$ cat config.mk
export PLATFORM = sky130hd
export DESIGN_NAME = oag_core
export DESIGN_NICKNAME = d
export VERILOG_FILES = /design/src/core/oag_pkg.sv /design/src/core/oag_reg_if.sv /design/src/core/oag_class_map.sv /design/src/core/oag_core.sv
export SDC_FILE = /design/constraint.sdc
export NUM_CORES = 1
export LEC_CHECK = 0
export ABC_CLOCK_PERIOD_IN_PS = 4200
export BUFFER_PORTS_ARGS = -buffer_cell sky130_fd_sc_hd__clkbuf_2
export CAP_MARGIN = 15
export CELL_PAD_IN_SITES_DETAIL_PLACEMENT = 0
export CELL_PAD_IN_SITES_GLOBAL_PLACEMENT = 1
export CORE_MARGIN = 8
export CORE_UTILIZATION = 35
export CTS_CLUSTER_SIZE = 12
export DETAILED_ROUTE_END_ITERATION = 6
export PLACE_DENSITY = 0.88
export SLEW_MARGIN = 20
export SYNTH_ARGS = -nofsm -noshare
export SYNTH_HDL_FRONTEND = slang
export SYNTH_SLANG_ARGS = --single-unit
$ cat constraint.sdc
create_clock -name clk_sys -period 4.2 [get_ports clk_sys]
set_input_delay 0.21 -clock clk_sys [delete_from_list [all_inputs] [get_ports clk_sys]]
set_output_delay 0.21 -clock clk_sys [all_outputs]
set_load 0.03 [all_outputs]
$ cat src/core/oag_pkg.sv
package oag_pkg;
    // operand modes presented by the decoder
    typedef enum logic [3:0] {
        OAG_M_NONE = 4'h0,
        OAG_M_REG8 = 4'h1,
        OAG_M_REG16 = 4'h2,
        OAG_M_IMM8 = 4'h3,
        OAG_M_IMM16 = 4'h4,
        OAG_M_SADDR = 4'h5,
        OAG_M_SADDRP = 4'h6,
        OAG_M_SFR = 4'h7,
        OAG_M_SFRP = 4'h8,
        OAG_M_IND8 = 4'h9,
        OAG_M_INDHL = 4'ha,
        OAG_M_INDEX = 4'hb,
        OAG_M_IDXREG = 4'hc,
        OAG_M_LOOPREG = 4'hd
    } oag_mode_e;
    // register numbers within a bank
    localparam logic [2:0] OAG_R_X = 3'h0;
    localparam logic [2:0] OAG_R_A = 3'h1;
    localparam logic [2:0] OAG_R_C = 3'h2;
    localparam logic [2:0] OAG_R_B = 3'h3;
    localparam logic [2:0] OAG_R_E = 3'h4;
    localparam logic [2:0] OAG_R_D = 3'h5;
    localparam logic [2:0] OAG_R_L = 3'h6;
    localparam logic [2:0] OAG_R_H = 3'h7;
    // indirect register codes
    localparam logic [1:0] OAG_I_D = 2'h0;
    localparam logic [1:0] OAG_I_E = 2'h1;
    localparam logic [1:0] OAG_I_EINC = 2'h2;
    // address windows
    localparam logic [7:0] OAG_SADDR_HI_RAM = 8'hfe;
    localparam logic [7:0] OAG_SADDR_HI_SFR = 8'hff;
    localparam logic [7:0] OAG_SADDR_SPLIT = 8'h20;
    localparam logic [7:0] OAG_SFR_HI = 8'hff;
    localparam logic [7:0] OAG_IND_HI = 8'hfe;
    // target spaces
    localparam logic [1:0] OAG_T_NONE = 2'h0;
    localparam logic [1:0] OAG_T_REG = 2'h1;
    localparam logic [1:0] OAG_T_MEM = 2'h2;
    localparam logic [1:0] OAG_T_SFR = 2'h3;
    // reset values
    localparam logic [15:0] OAG_RST_ADDR = 16'h0000;
    localparam logic [1:0] OAG_RST_BANK = 2'h0;
endpackage

$ cat src/core/oag_reg_if.sv
`timescale 1ns/1ps
interface oag_reg_if;
    logic [2:0] idx8;
    logic [2:0] reg_sel;
    logic valid;
    modport dec (input idx8, output reg_sel, output valid);
    modport top (output idx8, input reg_sel, input valid);
endinterface

$ cat src/core/oag_class_map.sv
`timescale 1ns/1ps
module oag_class_map
    import oag_pkg::*;
(
    input wire logic [2:0] code,
    input wire logic [1:0] cls,
    output logic [2:0] reg_sel,
    output logic valid
);
    // cls 0: full r field, 1: index class, 2: loop-count class
    // ============================================
    // restricted classes
    always_comb begin
        reg_sel = code;
        valid = 1'b1;
        case (cls)
            2'h1: begin
                reg_sel = code[0] ? OAG_R_B : OAG_R_A;
            end
            2'h2: begin
                reg_sel = code[0] ? OAG_R_C : OAG_R_B;
            end
            2'h0: begin
                reg_sel = code;
            end
            default: begin
                valid = 1'b0;
            end
        endcase
    end
endmodule

$ cat src/core/oag_core.sv
`timescale 1ns/1ps
module oag_core
    import oag_pkg::*;
(
    input wire logic clk_sys,
    input wire logic srst,
    input wire logic op_valid,
    input wire logic [3:0] op_mode,
    input wire logic [2:0] op_code,
    input wire logic op_bit5,
    input wire logic [7:0] op_byte0,
    input wire logic [7:0] op_byte1,
    input wire logic bank_select_high,
    input wire logic bank_select_low,
    input wire logic [63:0] bank_regs,
    output logic acc_valid,
    output logic [1:0] acc_space,
    output logic [15:0] acc_addr,
    output logic acc_word,
    output logic [1:0] acc_bank,
    output logic [2:0] acc_reg,
    output logic [1:0] acc_pair,
    output logic [15:0] acc_imm,
    output logic acc_bad,
    output logic e_wr,
    output logic [7:0] e_wdata
);
    // ============================================
    // state
    typedef struct packed {
        logic valid;
        logic [1:0] space;
        logic [15:0] addr;
        logic word;
        logic [1:0] bank;
        logic [2:0] rsel;
        logic [1:0] psel;
        logic [15:0] imm;
        logic bad;
        logic ewr;
        logic [7:0] edat;
    } oag_state_s;

    oag_state_s st_ff;
    oag_state_s nxt_st;

    oag_reg_if rif ();
    logic [1:0] cls;
    logic [7:0] rv_a;
    logic [7:0] rv_b;
    logic [7:0] rv_d;
    logic [7:0] rv_e;
    logic [7:0] rv_h;
    logic [7:0] rv_l;
    logic [15:0] imm16;
    logic [15:0] idx_sum;
    logic [7:0] e_inc;

    // ============================================
    // register file view
    assign rv_a = bank_regs[8*OAG_R_A +: 8];
    assign rv_b = bank_regs[8*OAG_R_B +: 8];
    assign rv_d = bank_regs[8*OAG_R_D +: 8];
    assign rv_e = bank_regs[8*OAG_R_E +: 8];
    assign rv_h = bank_regs[8*OAG_R_H +: 8];
    assign rv_l = bank_regs[8*OAG_R_L +: 8];
    assign imm16 = {op_byte1, op_byte0};
    // index register picked by bit 5
    assign idx_sum = 16'(imm16 + {8'h00, (op_bit5 ? rv_b : rv_a)});
    assign e_inc = 8'(rv_e + 8'h01);

    assign rif.idx8 = op_code;
    assign cls = (op_mode == OAG_M_IDXREG) ? 2'h1 :
                 (op_mode == OAG_M_LOOPREG) ? 2'h2 : 2'h0;

    oag_class_map u_map (
        .code(rif.idx8),
        .cls(cls),
        .reg_sel(rif.reg_sel),
        .valid(rif.valid)
    );

    // ============================================
    // decode
    always_comb begin
        nxt_st = st_ff;
        nxt_st.valid = 1'b0;
        nxt_st.ewr = 1'b0;
        if (op_valid) begin
            nxt_st.valid = 1'b1;
            nxt_st.bank = {bank_select_high, bank_select_low};
            nxt_st.space = OAG_T_NONE;
            nxt_st.addr = OAG_RST_ADDR;
            nxt_st.word = 1'b0;
            nxt_st.rsel = 3'h0;
            nxt_st.psel = 2'h0;
            nxt_st.imm = 16'h0000;
            nxt_st.bad = 1'b0;
            nxt_st.edat = rv_e;
            case (op_mode)
                OAG_M_REG8, OAG_M_IDXREG, OAG_M_LOOPREG: begin
                    nxt_st.space = OAG_T_REG;
                    nxt_st.rsel = rif.reg_sel;
                    nxt_st.bad = ~rif.valid;
                end
                OAG_M_REG16: begin
                    nxt_st.space = OAG_T_REG;
                    nxt_st.word = 1'b1;
                    nxt_st.psel = op_code[1:0];
                end
                OAG_M_IMM8: begin
                    nxt_st.imm = {8'h00, op_byte0};
                end
                OAG_M_IMM16: begin
                    nxt_st.imm = imm16;
                    nxt_st.word = 1'b1;
                end
                OAG_M_SADDR, OAG_M_SADDRP: begin
                    nxt_st.space = OAG_T_MEM;
                    nxt_st.addr = {(op_byte0 < OAG_SADDR_SPLIT) ?
                                   OAG_SADDR_HI_SFR : OAG_SADDR_HI_RAM, op_byte0};
                    if (op_mode == OAG_M_SADDRP) begin
                        nxt_st.word = 1'b1;
                        nxt_st.addr[0] = 1'b0;
                    end
                end
                OAG_M_SFR, OAG_M_SFRP: begin
                    nxt_st.space = OAG_T_SFR;
                    nxt_st.addr = {OAG_SFR_HI, op_byte0};
                    nxt_st.word = (op_mode == OAG_M_SFRP);
                    // low sfr codes belong to short direct
                    nxt_st.bad = (op_byte0 < OAG_SADDR_SPLIT);
                    if (op_mode == OAG_M_SFRP) begin
                        nxt_st.addr[0] = 1'b0;
                    end
                end
                OAG_M_IND8: begin
                    nxt_st.space = OAG_T_MEM;
                    nxt_st.addr = {OAG_IND_HI, (op_code[1:0] == OAG_I_D) ? rv_d : rv_e};
                    nxt_st.bad = (op_code[1:0] == 2'h3);
                    // e+ bumps e after the access
                    if (op_code[1:0] == OAG_I_EINC) begin
                        nxt_st.ewr = 1'b1;
                        nxt_st.edat = e_inc;
                    end
                end
                OAG_M_INDHL: begin
                    nxt_st.space = OAG_T_MEM;
                    nxt_st.addr = {rv_h, rv_l};
                end
                OAG_M_INDEX: begin
                    nxt_st.space = OAG_T_MEM;
                    nxt_st.addr = idx_sum;
                end
                default: begin
                    nxt_st.bad = 1'b1;
                end
            endcase
        end
    end

    always_ff @(posedge clk_sys) begin
        if (srst) begin
            st_ff <= '0;
        end else begin
            st_ff <= nxt_st;
        end
    end

    // ============================================
    // outputs, all registered
    // address and strobe leave together one cycle after the request
    assign acc_valid = st_ff.valid;
    assign acc_space = st_ff.space;
    assign acc_addr = st_ff.addr;
    assign acc_word = st_ff.word;
    assign acc_bank = st_ff.bank;
    assign acc_reg = st_ff.rsel;
    assign acc_pair = st_ff.psel;
    assign acc_imm = st_ff.imm;
    assign acc_bad = st_ff.bad;
    // e write-back strobes with the access, so the file applies it after the use
    assign e_wr = st_ff.ewr;
    assign e_wdata = st_ff.edat;

    // ============================================
    // checks
    a_saddr_bit8: assert property (@(posedge clk_sys) disable iff (srst)
        (op_valid && op_mode == OAG_M_SADDR) |=>
        (acc_addr[8] == ($past(op_byte0) < 8'h20)) && acc_addr[15:9] == 7'h7f)
        else $error("short direct bit 8 wrong");
    a_saddrp_even: assert property (@(posedge clk_sys) disable iff (srst)
        (op_valid && op_mode == OAG_M_SADDRP) |=> (!acc_addr[0] && acc_word))
        else $error("word short direct not even");
    a_sfr_page: assert property (@(posedge clk_sys) disable iff (srst)
        (op_valid && op_mode == OAG_M_SFR) |=>
        (acc_addr == {8'hff, $past(op_byte0)}) && acc_space == OAG_T_SFR)
        else $error("sfr address wrong");
    a_sfr_low: assert property (@(posedge clk_sys) disable iff (srst)
        (op_valid && op_mode == OAG_M_SFR && op_byte0 < 8'h20) |=> acc_bad)
        else $error("low sfr code accepted");
    a_ind_high: assert property (@(posedge clk_sys) disable iff (srst)
        (op_valid && op_mode == OAG_M_IND8) |=> acc_addr[15:8] == 8'hfe)
        else $error("indirect high byte wrong");
    a_e_incr: assert property (@(posedge clk_sys) disable iff (srst)
        (op_valid && op_mode == OAG_M_IND8 && op_code[1:0] == 2'h2) |=>
        e_wr && e_wdata == 8'($past(bank_regs[39:32]) + 8'h01))
        else $error("e increment wrong");
    a_index_sum: assert property (@(posedge clk_sys) disable iff (srst)
        (op_valid && op_mode == OAG_M_INDEX) |=> acc_addr == 16'({$past(op_byte1),
        $past(op_byte0)} + {8'h00, ($past(op_bit5) ? $past(bank_regs[31:24]) :
        $past(bank_regs[15:8]))}))
        else $error("indexed address wrong");
    a_bank_hold: assert property (@(posedge clk_sys) disable iff (srst)
        op_valid |=> acc_valid && acc_bank == $past({bank_select_high, bank_select_low}))
        else $error("bank not carried");
    a_class_lim: assert property (@(posedge clk_sys) disable iff (srst)
        (op_valid && op_mode == OAG_M_LOOPREG) |=> (acc_reg == 3'h3 || acc_reg == 3'h2))
        else $error("loop class outside b or c");
    a_no_stray: assert property (@(posedge clk_sys) disable iff (srst)
        !op_valid |=> !acc_valid && !e_wr)
        else $error("access without request");

    // ============================================
    // checks on the remaining operand forms

    a_reg8_code: assert property (@(posedge clk_sys) disable iff (srst)
        (op_valid && op_mode == OAG_M_REG8) |=>
        acc_reg == $past(op_code) && acc_space == OAG_T_REG && !acc_bad)
        else $error("byte register code wrong");

    a_pair_code: assert property (@(posedge clk_sys) disable iff (srst)
        (op_valid && op_mode == OAG_M_REG16) |=>
        acc_pair == $past(op_code[1:0]) && acc_word && acc_space == OAG_T_REG)
        else $error("register pair code wrong");

    a_index_cls: assert property (@(posedge clk_sys) disable iff (srst)
        (op_valid && op_mode == OAG_M_IDXREG) |=>
        (acc_reg == OAG_R_A || acc_reg == OAG_R_B) && !acc_bad)
        else $error("index class outside a or b");

    a_imm_byte: assert property (@(posedge clk_sys) disable iff (srst)
        (op_valid && op_mode == OAG_M_IMM8) |=>
        acc_imm == {8'h00, $past(op_byte0)} && !acc_word)
        else $error("byte immediate wrong");

    a_imm_word: assert property (@(posedge clk_sys) disable iff (srst)
        (op_valid && op_mode == OAG_M_IMM16) |=>
        acc_imm == {$past(op_byte1), $past(op_byte0)} && acc_word)
        else $error("word immediate wrong");

    a_saddr_win: assert property (@(posedge clk_sys) disable iff (srst)
        (op_valid && op_mode == OAG_M_SADDR) |=>
        acc_addr >= 16'hfe20 && acc_addr <= 16'hff1f && acc_space == OAG_T_MEM)
        else $error("short direct outside window");

    a_saddr_low: assert property (@(posedge clk_sys) disable iff (srst)
        (op_valid && op_mode == OAG_M_SADDR) |=>
        acc_addr[7:0] == $past(op_byte0) && !acc_word)
        else $error("short direct low byte wrong");

    a_saddrp_pair: assert property (@(posedge clk_sys) disable iff (srst)
        (op_valid && op_mode == OAG_M_SADDRP) |=>
        acc_addr[15:1] == {(($past(op_byte0) < 8'h20) ? 8'hff : 8'hfe),
        $past(op_byte0[7:1])} && acc_space == OAG_T_MEM)
        else $error("word short direct address wrong");

    a_sfrp_word: assert property (@(posedge clk_sys) disable iff (srst)
        (op_valid && op_mode == OAG_M_SFRP) |=>
        acc_word && acc_addr == {8'hff, $past(op_byte0[7:1]), 1'b0} &&
        acc_space == OAG_T_SFR)
        else $error("word sfr address wrong");

    a_sfr_byte: assert property (@(posedge clk_sys) disable iff (srst)
        (op_valid && op_mode == OAG_M_SFR) |=> !acc_word)
        else $error("byte sfr flagged as word");

    a_ind_low: assert property (@(posedge clk_sys) disable iff (srst)
        (op_valid && op_mode == OAG_M_IND8 && op_code[1:0] == OAG_I_D) |=>
        acc_addr[7:0] == $past(bank_regs[47:40]) && acc_space == OAG_T_MEM && !e_wr)
        else $error("indirect d low byte wrong");

    a_ind_e: assert property (@(posedge clk_sys) disable iff (srst)
        (op_valid && op_mode == OAG_M_IND8 && op_code[1:0] == OAG_I_E) |=>
        acc_addr[7:0] == $past(bank_regs[39:32]) && !e_wr)
        else $error("indirect e low byte wrong");

    a_hl_addr: assert property (@(posedge clk_sys) disable iff (srst)
        (op_valid && op_mode == OAG_M_INDHL) |=>
        acc_addr == $past(bank_regs[63:48]) && acc_space == OAG_T_MEM)
        else $error("indirect hl address wrong");

    a_ind_bad: assert property (@(posedge clk_sys) disable iff (srst)
        (op_valid && op_mode == OAG_M_IND8 && op_code[1:0] == 2'h3) |=> acc_bad && !e_wr)
        else $error("unused indirect code accepted");

    a_index_form: assert property (@(posedge clk_sys) disable iff (srst)
        (op_valid && op_mode == OAG_M_INDEX) |=>
        acc_space == OAG_T_MEM && !acc_word && !acc_bad)
        else $error("indexed access form wrong");

    a_class_space: assert property (@(posedge clk_sys) disable iff (srst)
        (op_valid && (op_mode == OAG_M_IDXREG || op_mode == OAG_M_LOOPREG)) |=>
        acc_space == OAG_T_REG && !acc_word)
        else $error("class register form wrong");

    a_mode_none: assert property (@(posedge clk_sys) disable iff (srst)
        (op_valid && op_mode == OAG_M_NONE) |=> acc_bad && acc_space == OAG_T_NONE)
        else $error("unknown mode not flagged");

    a_out_hold: assert property (@(posedge clk_sys) disable iff (srst)
        !op_valid |=> $stable(acc_addr) && $stable(acc_space) && $stable(acc_bank))
        else $error("outputs moved without request");
endmodule

==> results of run 1 <==
==> stage by stage <==
step | power [mW] | instances
6_report | 1.17 | 641
5_1_grt | 1.23 | 641
4_1_cts | 1.18 | 641
3_5_place_dp | 0.876 | 634
3_3_place_gp | 0.870 | 634
2_1_floorplan | 0.763 | 400
==> metal layers <==
layer / track usage / vias to the layer above / part of all wire
li1: - / 1709 / -
met1: 0.227 / 1573 / 0.45
met2: 0.276 / 146 / 0.44
met3: 0.0459 / 14 / 0.090
met4: 0.0515 / 0 / 0.019
met5: 0 / - / 0
==> cell usage after synthesis, drive strengths merged, types with 7 or more instances <==
cell and count:
ha 9, nor2b 7, mux2i 10, mux2 17, a21oi 18, dfxtp 53
xnor2 8, o21ai 22, nor2 45, clkbuf 11, nor3 12, a22oi 19
nand3 11, buf 15, inv 12, a211oi 11, o211ai 7, xor2 9
a31oi 7, nand2 20
==> worst reg2reg max path: cells and delay by family (launching register included) <==
family,cells,cell delay [ns]
DFF,1,0.35
and+or+nand+nor,4,0.54
muxes,1,0.28
==> final timing paths <==
path / to / cells after the start / startpoint
max: acc_addr[14] / 8 / op_bit5
min: acc_bank[1] / 3 / bank_select_high
max reg2reg: acc_addr[11] / 5 / acc_addr[11]
min reg2reg: acc_space[1] / 1 / acc_space[1]
==> cells by family after synthesis <==
logic type,share of synthesized area
flip-flops,0.315
adder cells (fa/ha/maj),0.0394
XOR/XNOR,0.0442
AND/OR/NAND/NOR,0.200
buffers and inverters,0.0546
AO/OA/AOI/OAI,0.260
multiplexers,0.0866
==> final cells by class <==
type                            instances  area share
Multi-Input combinational cell        308       0.512
Sequential cell                        53       0.256
Timing Repair Buffer                  131       0.159
Tap cell                              129      0.0390
Clock buffer                            6      0.0199
Inverter                               13      0.0118
Clock inverter                          1     0.00181
==> power by group through the flow <==
stage / Combinational [mW] / Clock [mW] / Sequential, mW
6_report: 0.333 / 0.308 / 0.534
5_1_grt: 0.365 / 0.332 / 0.537
4_1_cts: 0.332 / 0.316 / 0.534
3_5_place_dp: 0.330 / 0 / 0.546
3_3_place_gp: 0.325 / 0 / 0.545
2_1_floorplan: 0.176 / 0 / 0.587
==> layout by cell type, fill, tap and decap left out, types with 5 or more instances in the layout <==
cell type,count
clkbuf_2,129
dfxtp_1,53
nor2_1,44
o21ai_0,21
nand2_1,19
a22oi_1,19
a21oi_1,18
mux2_2,17
inv_1,12
nand3_1,11
nor3_1,11
a211oi_1,11
mux2i_1,10
xor2_1,9
ha_1,9
xnor2_1,8
nor2b_1,7
o211ai_1,7
a31oi_1,6
clkbuf_8,6
o21a_1,5
a21o_1,5
or3_1,5
==> flow_metrics.py, run 1 <==
metrics = {
    "status": {
        "outcome": "complete, no violations",
    },
    "pwr": {
        "p_int_mw": 0.779,
        "switchingPower_mw": 0.396,
        "p_comb_frac": 0.283,
        "ir_worst_vdd_uv": 131,
        "power_density_nw_per_um2": 284,
        "switching_share": 0.337,
        "leakage_nw": 1.79,
        "sequentialPowerShare": 0.455,
        "power_frac_clock": 0.262,
    },
    "timing": {
        "hold_slack_ns": 0.131,
        "fin_skew_ns": 0,
        "drv_slew": 0,
        "hold_violations": 0,
        "fin_ws_ns": 1.87,
        "setup-tns-final_ns": 0,
        "worstMarginPinSlew_ns": 0.852,
        "finalCriticalPeriod_ns": 2.33,
        "rsz0062_at_grt": "false",
        "fin_crit_sh": 0.554,
        "setup_viol": 0,
        "fmax_mhz": 430,
        "slew_headroom": 0.428,
    },
    "finish": {
        "n_fill_cell": 968,
        "area_delta_synth_final_pct": 23.1,
        "antenna_cells": 0,
        "drive_gt1_frac": 0.318,
        "finish.utilization": 0.446,
        "area.sequential_um2": 1060,
        "final_area_um2": 4140,
        "nets": 615,
        "multi_input_area_um2": 2120,
    },
    "synth": {
        "synth_cell_type_count": 67,
        "ys.flop_type": "dfxtp_1",
        "synth_top_area_cell": "dfxtp_1",
        "synth_edf_count": 0,
        "async_flop_share": 0,
        "syn_avg_cell_area_um2": 8.41,
        "netlist_area_um2": 3370,
        "synth_top_area_share": 0.315,
        "synthTopCellsByArea": "dfxtp_1 (32%), mux2_2 (5.7%), nor2_1 (4.9%)",
        "synthesis.nets": 503,
        "yosysWarnings": 0,
        "yosysSeqAreaShare": 0.315,
        "netlist_instances": 400,
        "yosys_register_bits": 53,
    },
    "setup_path": {
        "critical-path-top-delay-family": "simple AND/OR/NAND/NOR gates",
        "critPathLaunchType": "input pin",
        "cp-end-kind": "register",
        "cp_slowest_cell": "nor4b_1",
        "worst-path-buf-inv": 1,
        "cp.required_ns": 4.38,
        "worst-endpoint-arrival_ns": 2.51,
        "worst_path_largest_cell_delay_ns": 0.62,
        "worstSetupPathType": "input pin to register",
        "crit_fanout": 8,
        "regToRegSetupSlack_ns": 2.97,
        "path_cells": "clkbuf_2, mux2_2, ha_1, a21oi_1, nor4b_1, a211oi_1, xnor2_1, o32ai_1",
    },
    "clocking": {
        "htreeDepth": 2,
        "cts_resized": 0,
        "cts_tree": "built",
        "clkTransAtPathRegs_ns": 0.10,
        "cts_buffers": 5,
        "clock_latency_ns": 0.31,
        "cts_sinks": 53,
        "root_buffer": "clkbuf_8",
        "post_cts_buffers": 0,
        "hold_buffers": 0,
        "clockBufferDepth": 2,
    },
    "route": {
        "wl_per_cell_um": 17.7,
        "initialDrtViolationCount": 273,
        "viasPerCell": 5.37,
        "num_vias": 3442,
        "drc": 0,
        "ant_nets": 0,
        "wl_mm": 11.3,
        "first_pass_iters": 5,
    },
    "die": {
        "rows": 35,
        "io_pins": 146,
        "fp.dieH_um": 114,
        "die_w_um": 114,
        "core-area_um2": 9280,
        "dieArea_um2": 13000,
        "start_util": 0.363,
    },
    "placed_design": {
        "io_buffers": 129,
        "dp_hpwl_mm": 8.89,
        "gp_congestion": 0.856,
        "placed_cell_area_um2": 4050,
        "dp_slack_ns": 1.60,
    },
    "global_routing": {
        "grt_pass1_vias": 3469,
        "grt_pass1_wl_mm": 18.3,
        "track_usage": 0.174,
        "antenna_found_initial": 0,
        "overflow": 0,
        "grt_start_max_net_pins": 55,
    },
    "run": {
        "cap_violations": 0,
    },
    "hold_path": {
        "hold_class": "input pin to register",
    },
}
(Power assumes the default switching activity.)
==> run 2, diff against run 1 <==
Settings changed: ABC_CLOCK_PERIOD_IN_PS 4200 to 2400, CORE_UTILIZATION 35 to 34, PLACE_DENSITY 0.88 to 0.86.
Clock period 4.2 ns to 2.4 ns, I/O delays scaled along.
==> run 2 against run 1 <==
Against the previous run: final area up 0.69%; clock skew stayed put; total power is 72% higher; cell count up 1.4%; sequential share of layout area is 0.18 points lower; flip-flop and latch count stayed put; utilization is 1.5 points lower; clock power increased by 62%; routed wire length is 0.49% higher; register-to-register slack got worse by 1.8 ns; hold slack lost 0.082 ns; critical path depth is the same; critical path type unchanged; critical endpoint is now acc_addr[11].
==> flow_metrics.py, run 2 (synthesis results as in run 1) <==
metrics = {
    "finish": {
        "antenna_cells": 0,
        "mostFrequentLayoutCells": "clkbuf_2 (129), dfxtp_1 (53), nor2_1 (44), o21ai_0 (21)",
        "n_fill_cell": 1039,
        "layout_commonest_cell": "clkbuf_2",
        "drive_gt1_frac": 0.321,
        "nets": 619,
        "area_delta_synth_final_pct": 23.9,
    },
    "status": {
        "outcome": "complete, no violations",
    },
    "setup_path": {
        "cp-startpoint": "op_bit5",
        "rr_endpoint": "acc_addr[11]",
        "r2r.worst_path.cells": 5,
        "cp-end-kind": "register",
        "worst-endpoint-arrival_ns": 2.27,
        "crit_fanout": 8,
        "regToRegSetupSlack_ns": 1.19,
        "critPathLaunchType": "input pin",
        "reg2reg_from": "acc_addr[11]",
        "cp.required_ns": 2.66,
        "worstSetupEndpoint": "acc_addr[11]",
        "worstSetupPathType": "input pin to register",
    },
    "global_routing": {
        "grt_pass1_vias": 3361,
        "overflow": 0,
        "grt_start_max_net_pins": 29,
        "track_usage": 0.167,
        "grt_pass1_wl_mm": 17.7,
        "antenna_found_initial": 0,
    },
    "run": {
        "cap_violations": 0,
    },
    "pwr": {
        "p_int_mw": 1.35,
        "switching_share": 0.335,
        "ir_worst_vdd_uv": 221,
        "power_density_nw_per_um2": 485,
        "p_comb_frac": 0.291,
        "leakage_nw": 1.81,
        "power_frac_clock": 0.247,
        "total_power_mw": 2.02,
        "sequentialPowerShare": 0.463,
        "switchingPower_mw": 0.678,
    },
    "timing": {
        "worstMarginPinSlew_ns": 0.727,
        "setup-tns-final_ns": 0,
        "setup_viol": 0,
        "fin_skew_ns": 0,
        "drv_slew": 0,
        "finalCriticalPeriod_ns": 2.01,
        "fmax_mhz": 497,
        "rsz0062_at_grt": "false",
        "hold_violations": 0,
        "slew_headroom": 0.511,
        "fin_crit_sh": 0.838,
    },
    "die": {
        "start_util": 0.348,
        "die_w_um": 115,
        "core-area_um2": 9680,
        "rows": 36,
        "io_pins": 146,
        "dieArea_um2": 13300,
        "fp.dieH_um": 115,
    },
    "clocking": {
        "post_cts_buffers": 0,
        "htreeDepth": 2,
        "root_buffer": "clkbuf_8",
        "clockBufferDepth": 2,
        "cts_buffers": 5,
        "cts_tree": "built",
        "cts_sinks": 53,
        "cts_resized": 0,
        "hold_buffers": 0,
        "clkTransAtPathRegs_ns": 0.10,
        "clock_latency_ns": 0.31,
    },
    "route": {
        "num_vias": 3509,
        "drc": 0,
        "wl_mm": 11.4,
        "first_pass_iters": 5,
        "ant_nets": 0,
        "initialDrtViolationCount": 269,
        "viasPerCell": 5.40,
        "wl_per_cell_um": 17.5,
    },
    "placed_design": {
        "gp_congestion": 0.855,
        "io_buffers": 129,
        "dp_hpwl_mm": 9.01,
    },
    "hold_path": {
        "hold_class": "input pin to register",
    },
}
[run 2: how the worst min path moves through the flow]
stage                                start     endpoint  slack (ns)  cells past startpoint
after detailed placement  bank_select_high  acc_bank[1]        0.37                      3
after floorplan                op_byte0[0]   acc_imm[0]        0.26                      2
after global routing      bank_select_high  acc_bank[1]        0.06                      3
final                     bank_select_high  acc_bank[1]        0.05                      3
after CTS                 bank_select_high  acc_bank[1]        0.04                      3
after global placement     bank_select_low  acc_bank[0]        0.36                      3
[run 2: stage by stage]
stage / setup slack [ns] / utilization / hold slack, ns / std cells / area (µm²)
2_1_floorplan: 0.128 / - / 0.264 / 400 / 3370
3_3_place_gp: 0.120 / 0.422 / 0.358 / 642 / 4090
3_5_place_dp: 0.0953 / 0.422 / 0.375 / 642 / 4090
4_1_cts: 0.413 / 0.431 / 0.0414 / 650 / 4170
5_1_grt: 0.169 / 0.431 / 0.0600 / 650 / 4170
6_report: 0.389 / 0.431 / 0.0496 / 650 / 4170
[run 2: cell type report]
class	instances	area, µm²	area share
multi-input combinational	308	2120	0.508
sequential	53	1060	0.254
timing repair buffer	135	691	0.166
tap	133	166	0.0399
clock buffer	7	76.3	0.0183
inverter	13	48.8	0.0117
clock inverter	1	7.51	0.00180
[run 2: layer usage]
layer | share of wire | vias up | global-route usage
li1 | - | 1724 | -
met1 | 0.44 | 1629 | 0.215
met2 | 0.45 | 145 | 0.270
met3 | 0.089 | 11 | 0.0365
met4 | 0.012 | 0 | 0.0499
met5 | 0 | - | 0
[run 2: critical path: stages]
cell	delay (ns)
clkbuf_2	0.18
mux2_2	0.36
ha_1	0.33
a21o_1	0.19
or3_1	0.37
o21ai_0	0.28
mux2_2	0.37
nand3_1	0.06
[run 2: power groups by stage]
stage                     Sequential, mW  Combinational, mW  Clock, mW
after floorplan                     1.03              0.308          0
after global placement             0.955              0.576          0
after detailed placement           0.957              0.583          0
after CTS                          0.936              0.586      0.514
after global routing               0.941              0.641      0.547
final                              0.936              0.588      0.500
==> run 3, diff against run 2 <==
Settings changed: ABC_AREA set to 1, ABC_CLOCK_PERIOD_IN_PS 2400 to 1700, CORE_UTILIZATION 34 to 29, PLACE_DENSITY 0.86 to 0.82.
Clock period 2.4 ns to 1.7 ns, I/O delays scaled along.
==> run 3 against run 2 <==
Against the previous run: total power grew 80%; synthesized cell count grew 31%; global-route usage shrank 0.82 points; hold slack lost 0.028 ns; flip-flop and latch count is the same; utilization shrank 2.6 points; largest cell class unchanged; combinational power grew 66%.
==> flow_metrics.py, run 3 <==
metrics = {
    "status": {
        "outcome": "complete, no violations",
    },
    "finish": {
        "post_layout_nonfiller_instances": 804,
        "mostFrequentLayoutCells": "nand2_1 (130), clkbuf_2 (128), inv_1 (54), dfxtp_1 (53), o21ai_0 (46)",
        "layout_commonest_cell": "nand2_1",
        "multi_input_area_um2": 2170,
        "n_fill_cell": 1239,
        "area_delta_synth_final_pct": 35.5,
        "nets": 763,
        "antenna_cells": 0,
        "drive_gt1_frac": 0.321,
        "final_area_um2": 4660,
        "area.sequential_um2": 1060,
    },
    "synth": {
        "yosysSeqAreaShare": 0.308,
        "yosys_register_bits": 53,
        "synth_edf_count": 0,
        "synth_top_area_share": 0.308,
        "netlist_area_um2": 3440,
        "synth_cell_type_count": 46,
        "synthesis.nets": 625,
        "synth_top_area_cell": "dfxtp_1",
        "syn_avg_cell_area_um2": 6.59,
        "synthTopCellsByArea": "dfxtp_1 (31%), nand2_1 (14%), o21ai_0 (6.7%)",
        "netlist_instances": 522,
        "async_flop_share": 0,
        "yosysWarnings": 0,
        "ys_top_cells_by_count": "nand2_1 (132), inv_1 (57), dfxtp_1 (53)",
        "synth_most_common_cell": "nand2_1",
        "ys.flop_type": "dfxtp_1",
    },
    "timing": {
        "drv_slew": 0,
        "worstMarginPinSlew_ns": 0.476,
        "rsz0062_at_grt": "false",
        "hold_violations": 0,
        "hold_slack_ns": 0.0218,
        "fin_skew_ns": 0,
        "slew_headroom": 0.682,
        "setup_viol": 0,
        "fin_crit_sh": 0.942,
        "fmax_mhz": 625,
        "finalCriticalPeriod_ns": 1.60,
    },
    "clocking": {
        "htreeDepth": 2,
        "clock_latency_ns": 0.29,
        "clockBufferDepth": 2,
        "cts_sinks": 53,
        "clkTransAtPathRegs_ns": 0.07,
        "root_buffer": "clkbuf_16",
        "post_cts_buffers": 0,
        "cts_buffers": 5,
        "hold_buffers": 0,
        "cts_tree": "built",
    },
    "global_routing": {
        "grt_pass1_vias": 3860,
        "overflow": 0,
        "grt_start_max_net_pins": 50,
        "antenna_found_initial": 0,
        "track_usage": 0.158,
        "grt_pass1_wl_mm": 20.3,
    },
    "route": {
        "viasPerCell": 4.87,
        "wl_per_cell_um": 15.7,
        "wl_mm": 12.6,
        "num_vias": 3918,
        "drc": 0,
        "initialDrtViolationCount": 255,
        "first_pass_iters": 4,
        "ant_nets": 0,
    },
    "setup_path": {
        "critPathLaunchType": "input pin",
        "cp.required_ns": 1.93,
        "worstSetupEndpoint": "acc_addr[9]",
        "regToRegSetupSlack_ns": 0.95,
        "cp-end-kind": "register",
        "rr_endpoint": "acc_pair[0]",
        "r2r.worst_path.cells": 2,
        "cp-startpoint": "op_bit5",
        "worstSetupPathType": "input pin to register",
        "reg2reg_from": "acc_pair[0]",
        "crit_fanout": 9,
        "worst-endpoint-arrival_ns": 1.83,
    },
    "placed_design": {
        "gp_congestion": 0.876,
        "placed_cell_area_um2": 4430,
        "dp_hpwl_mm": 10.3,
        "dp_cells": 796,
        "io_buffers": 129,
    },
    "die": {
        "core-area_um2": 11500,
        "start_util": 0.299,
        "fp.dieH_um": 125,
        "rows": 39,
        "io_pins": 146,
        "dieArea_um2": 15600,
        "die_w_um": 125,
    },
    "hold_path": {
        "hold_class": "input pin to register",
    },
    "run": {
        "cap_violations": 0,
    },
    "pwr": {
        "total_power_mw": 3.64,
        "leakage_nw": 2.35,
        "ir_worst_vdd_uv": 401,
        "power_density_nw_per_um2": 781,
    },
}
## run 3: cell types whose count changed after synthesis, sizes merged, moves of 7 or more
| cell | change |
|---|---|
| nand3 | +22 |
| a21oi | +28 |
| buf | -7 |
| a22oi | -19 |
| nand2 | +120 |
| mux2i | -10 |
| mux2 | -10 |
| a211oi | -10 |
| nor2b | -7 |
| inv | +49 |
| o21ai | +26 |
## run 3: layer usage
metal | wire length, µm | track usage
met2 | 5560 | 0.257
met5 | 0 | 0
met3 | 966 | 0.0518
met4 | 119 | 0.0308
met1 | 5980 | 0.202
## run 3: kinds of logic (layout without fill, tap and decap cells)
family / Yosys count / after routing / synth area share
fa+ha+maj: 10 / 10 / 0.0385
flops: 53 / 53 / 0.308
mux: 7 / 7 / 0.0229
xor+xnor: 6 / 6 / 0.0153
buf+inv: 83 / 222 / 0.100
compound gates: 118 / 118 / 0.193
simple gates: 245 / 245 / 0.322
## run 3: timing repair
item | in CTS | in global routing
pin swaps | 0 | 2
gates resized for setup | 1 | 10
gates cloned | 0 | 0
endpoints found under the setup margin | 6 | 10
## run 3: cell type report
class                   instances  share of cell area
multi-input cells             386               0.466
well taps                     143              0.0384
flip-flops and latches         53               0.228
clock buffers                   5              0.0268
clock inverters                 3              0.0140
inverters                      62              0.0504
repair buffers                152               0.177
## run 3: worst max-delay path, stage by stage
cell and delay (ns):
buf_6 0.12, mux2_4 0.32, ha_4 0.22, or2_2 0.32, nand3_1 0.15, nand2_2 0.10, nand2_1 0.09, nand2_1 0.05
nand2_1 0.06, nand3_1 0.07, nand2_1 0.07, nand2_1 0.04, a21oi_1 0.13
## run 3: through the flow
stage | utilization | TNS, ns | worst slack [ns]
6_report | 0.405 | 0 | 0.0994
5_1_grt | 0.405 | 0 | 0.00615
4_1_cts | 0.402 | 0 | 0.0102
3_5_place_dp | 0.385 | -3.87 | -0.357
3_3_place_gp | 0.385 | -3.17 | -0.331
2_1_floorplan | - | -0.0626 | -0.0169
## run 3: how the worst min path moves through the flow
stage,startpoint,end,slack (ns),depth (start not counted)
after CTS,bank_select_low,acc_bank[0],0.02,3
after global routing,bank_select_low,acc_bank[0],0.03,3
final,bank_select_low,acc_bank[0],0.02,3
after global placement,bank_select_high,acc_bank[1],0.31,3
after floorplan,bank_select_low,acc_bank[0],0.22,2
after detailed placement,bank_select_low,acc_bank[0],0.33,3
## run 3: power by group
group | internal [mW] | switching (mW)
sequential | 1.31 | 0.0410
clock | 0.842 | 0.475
combinational | 0.368 | 0.608
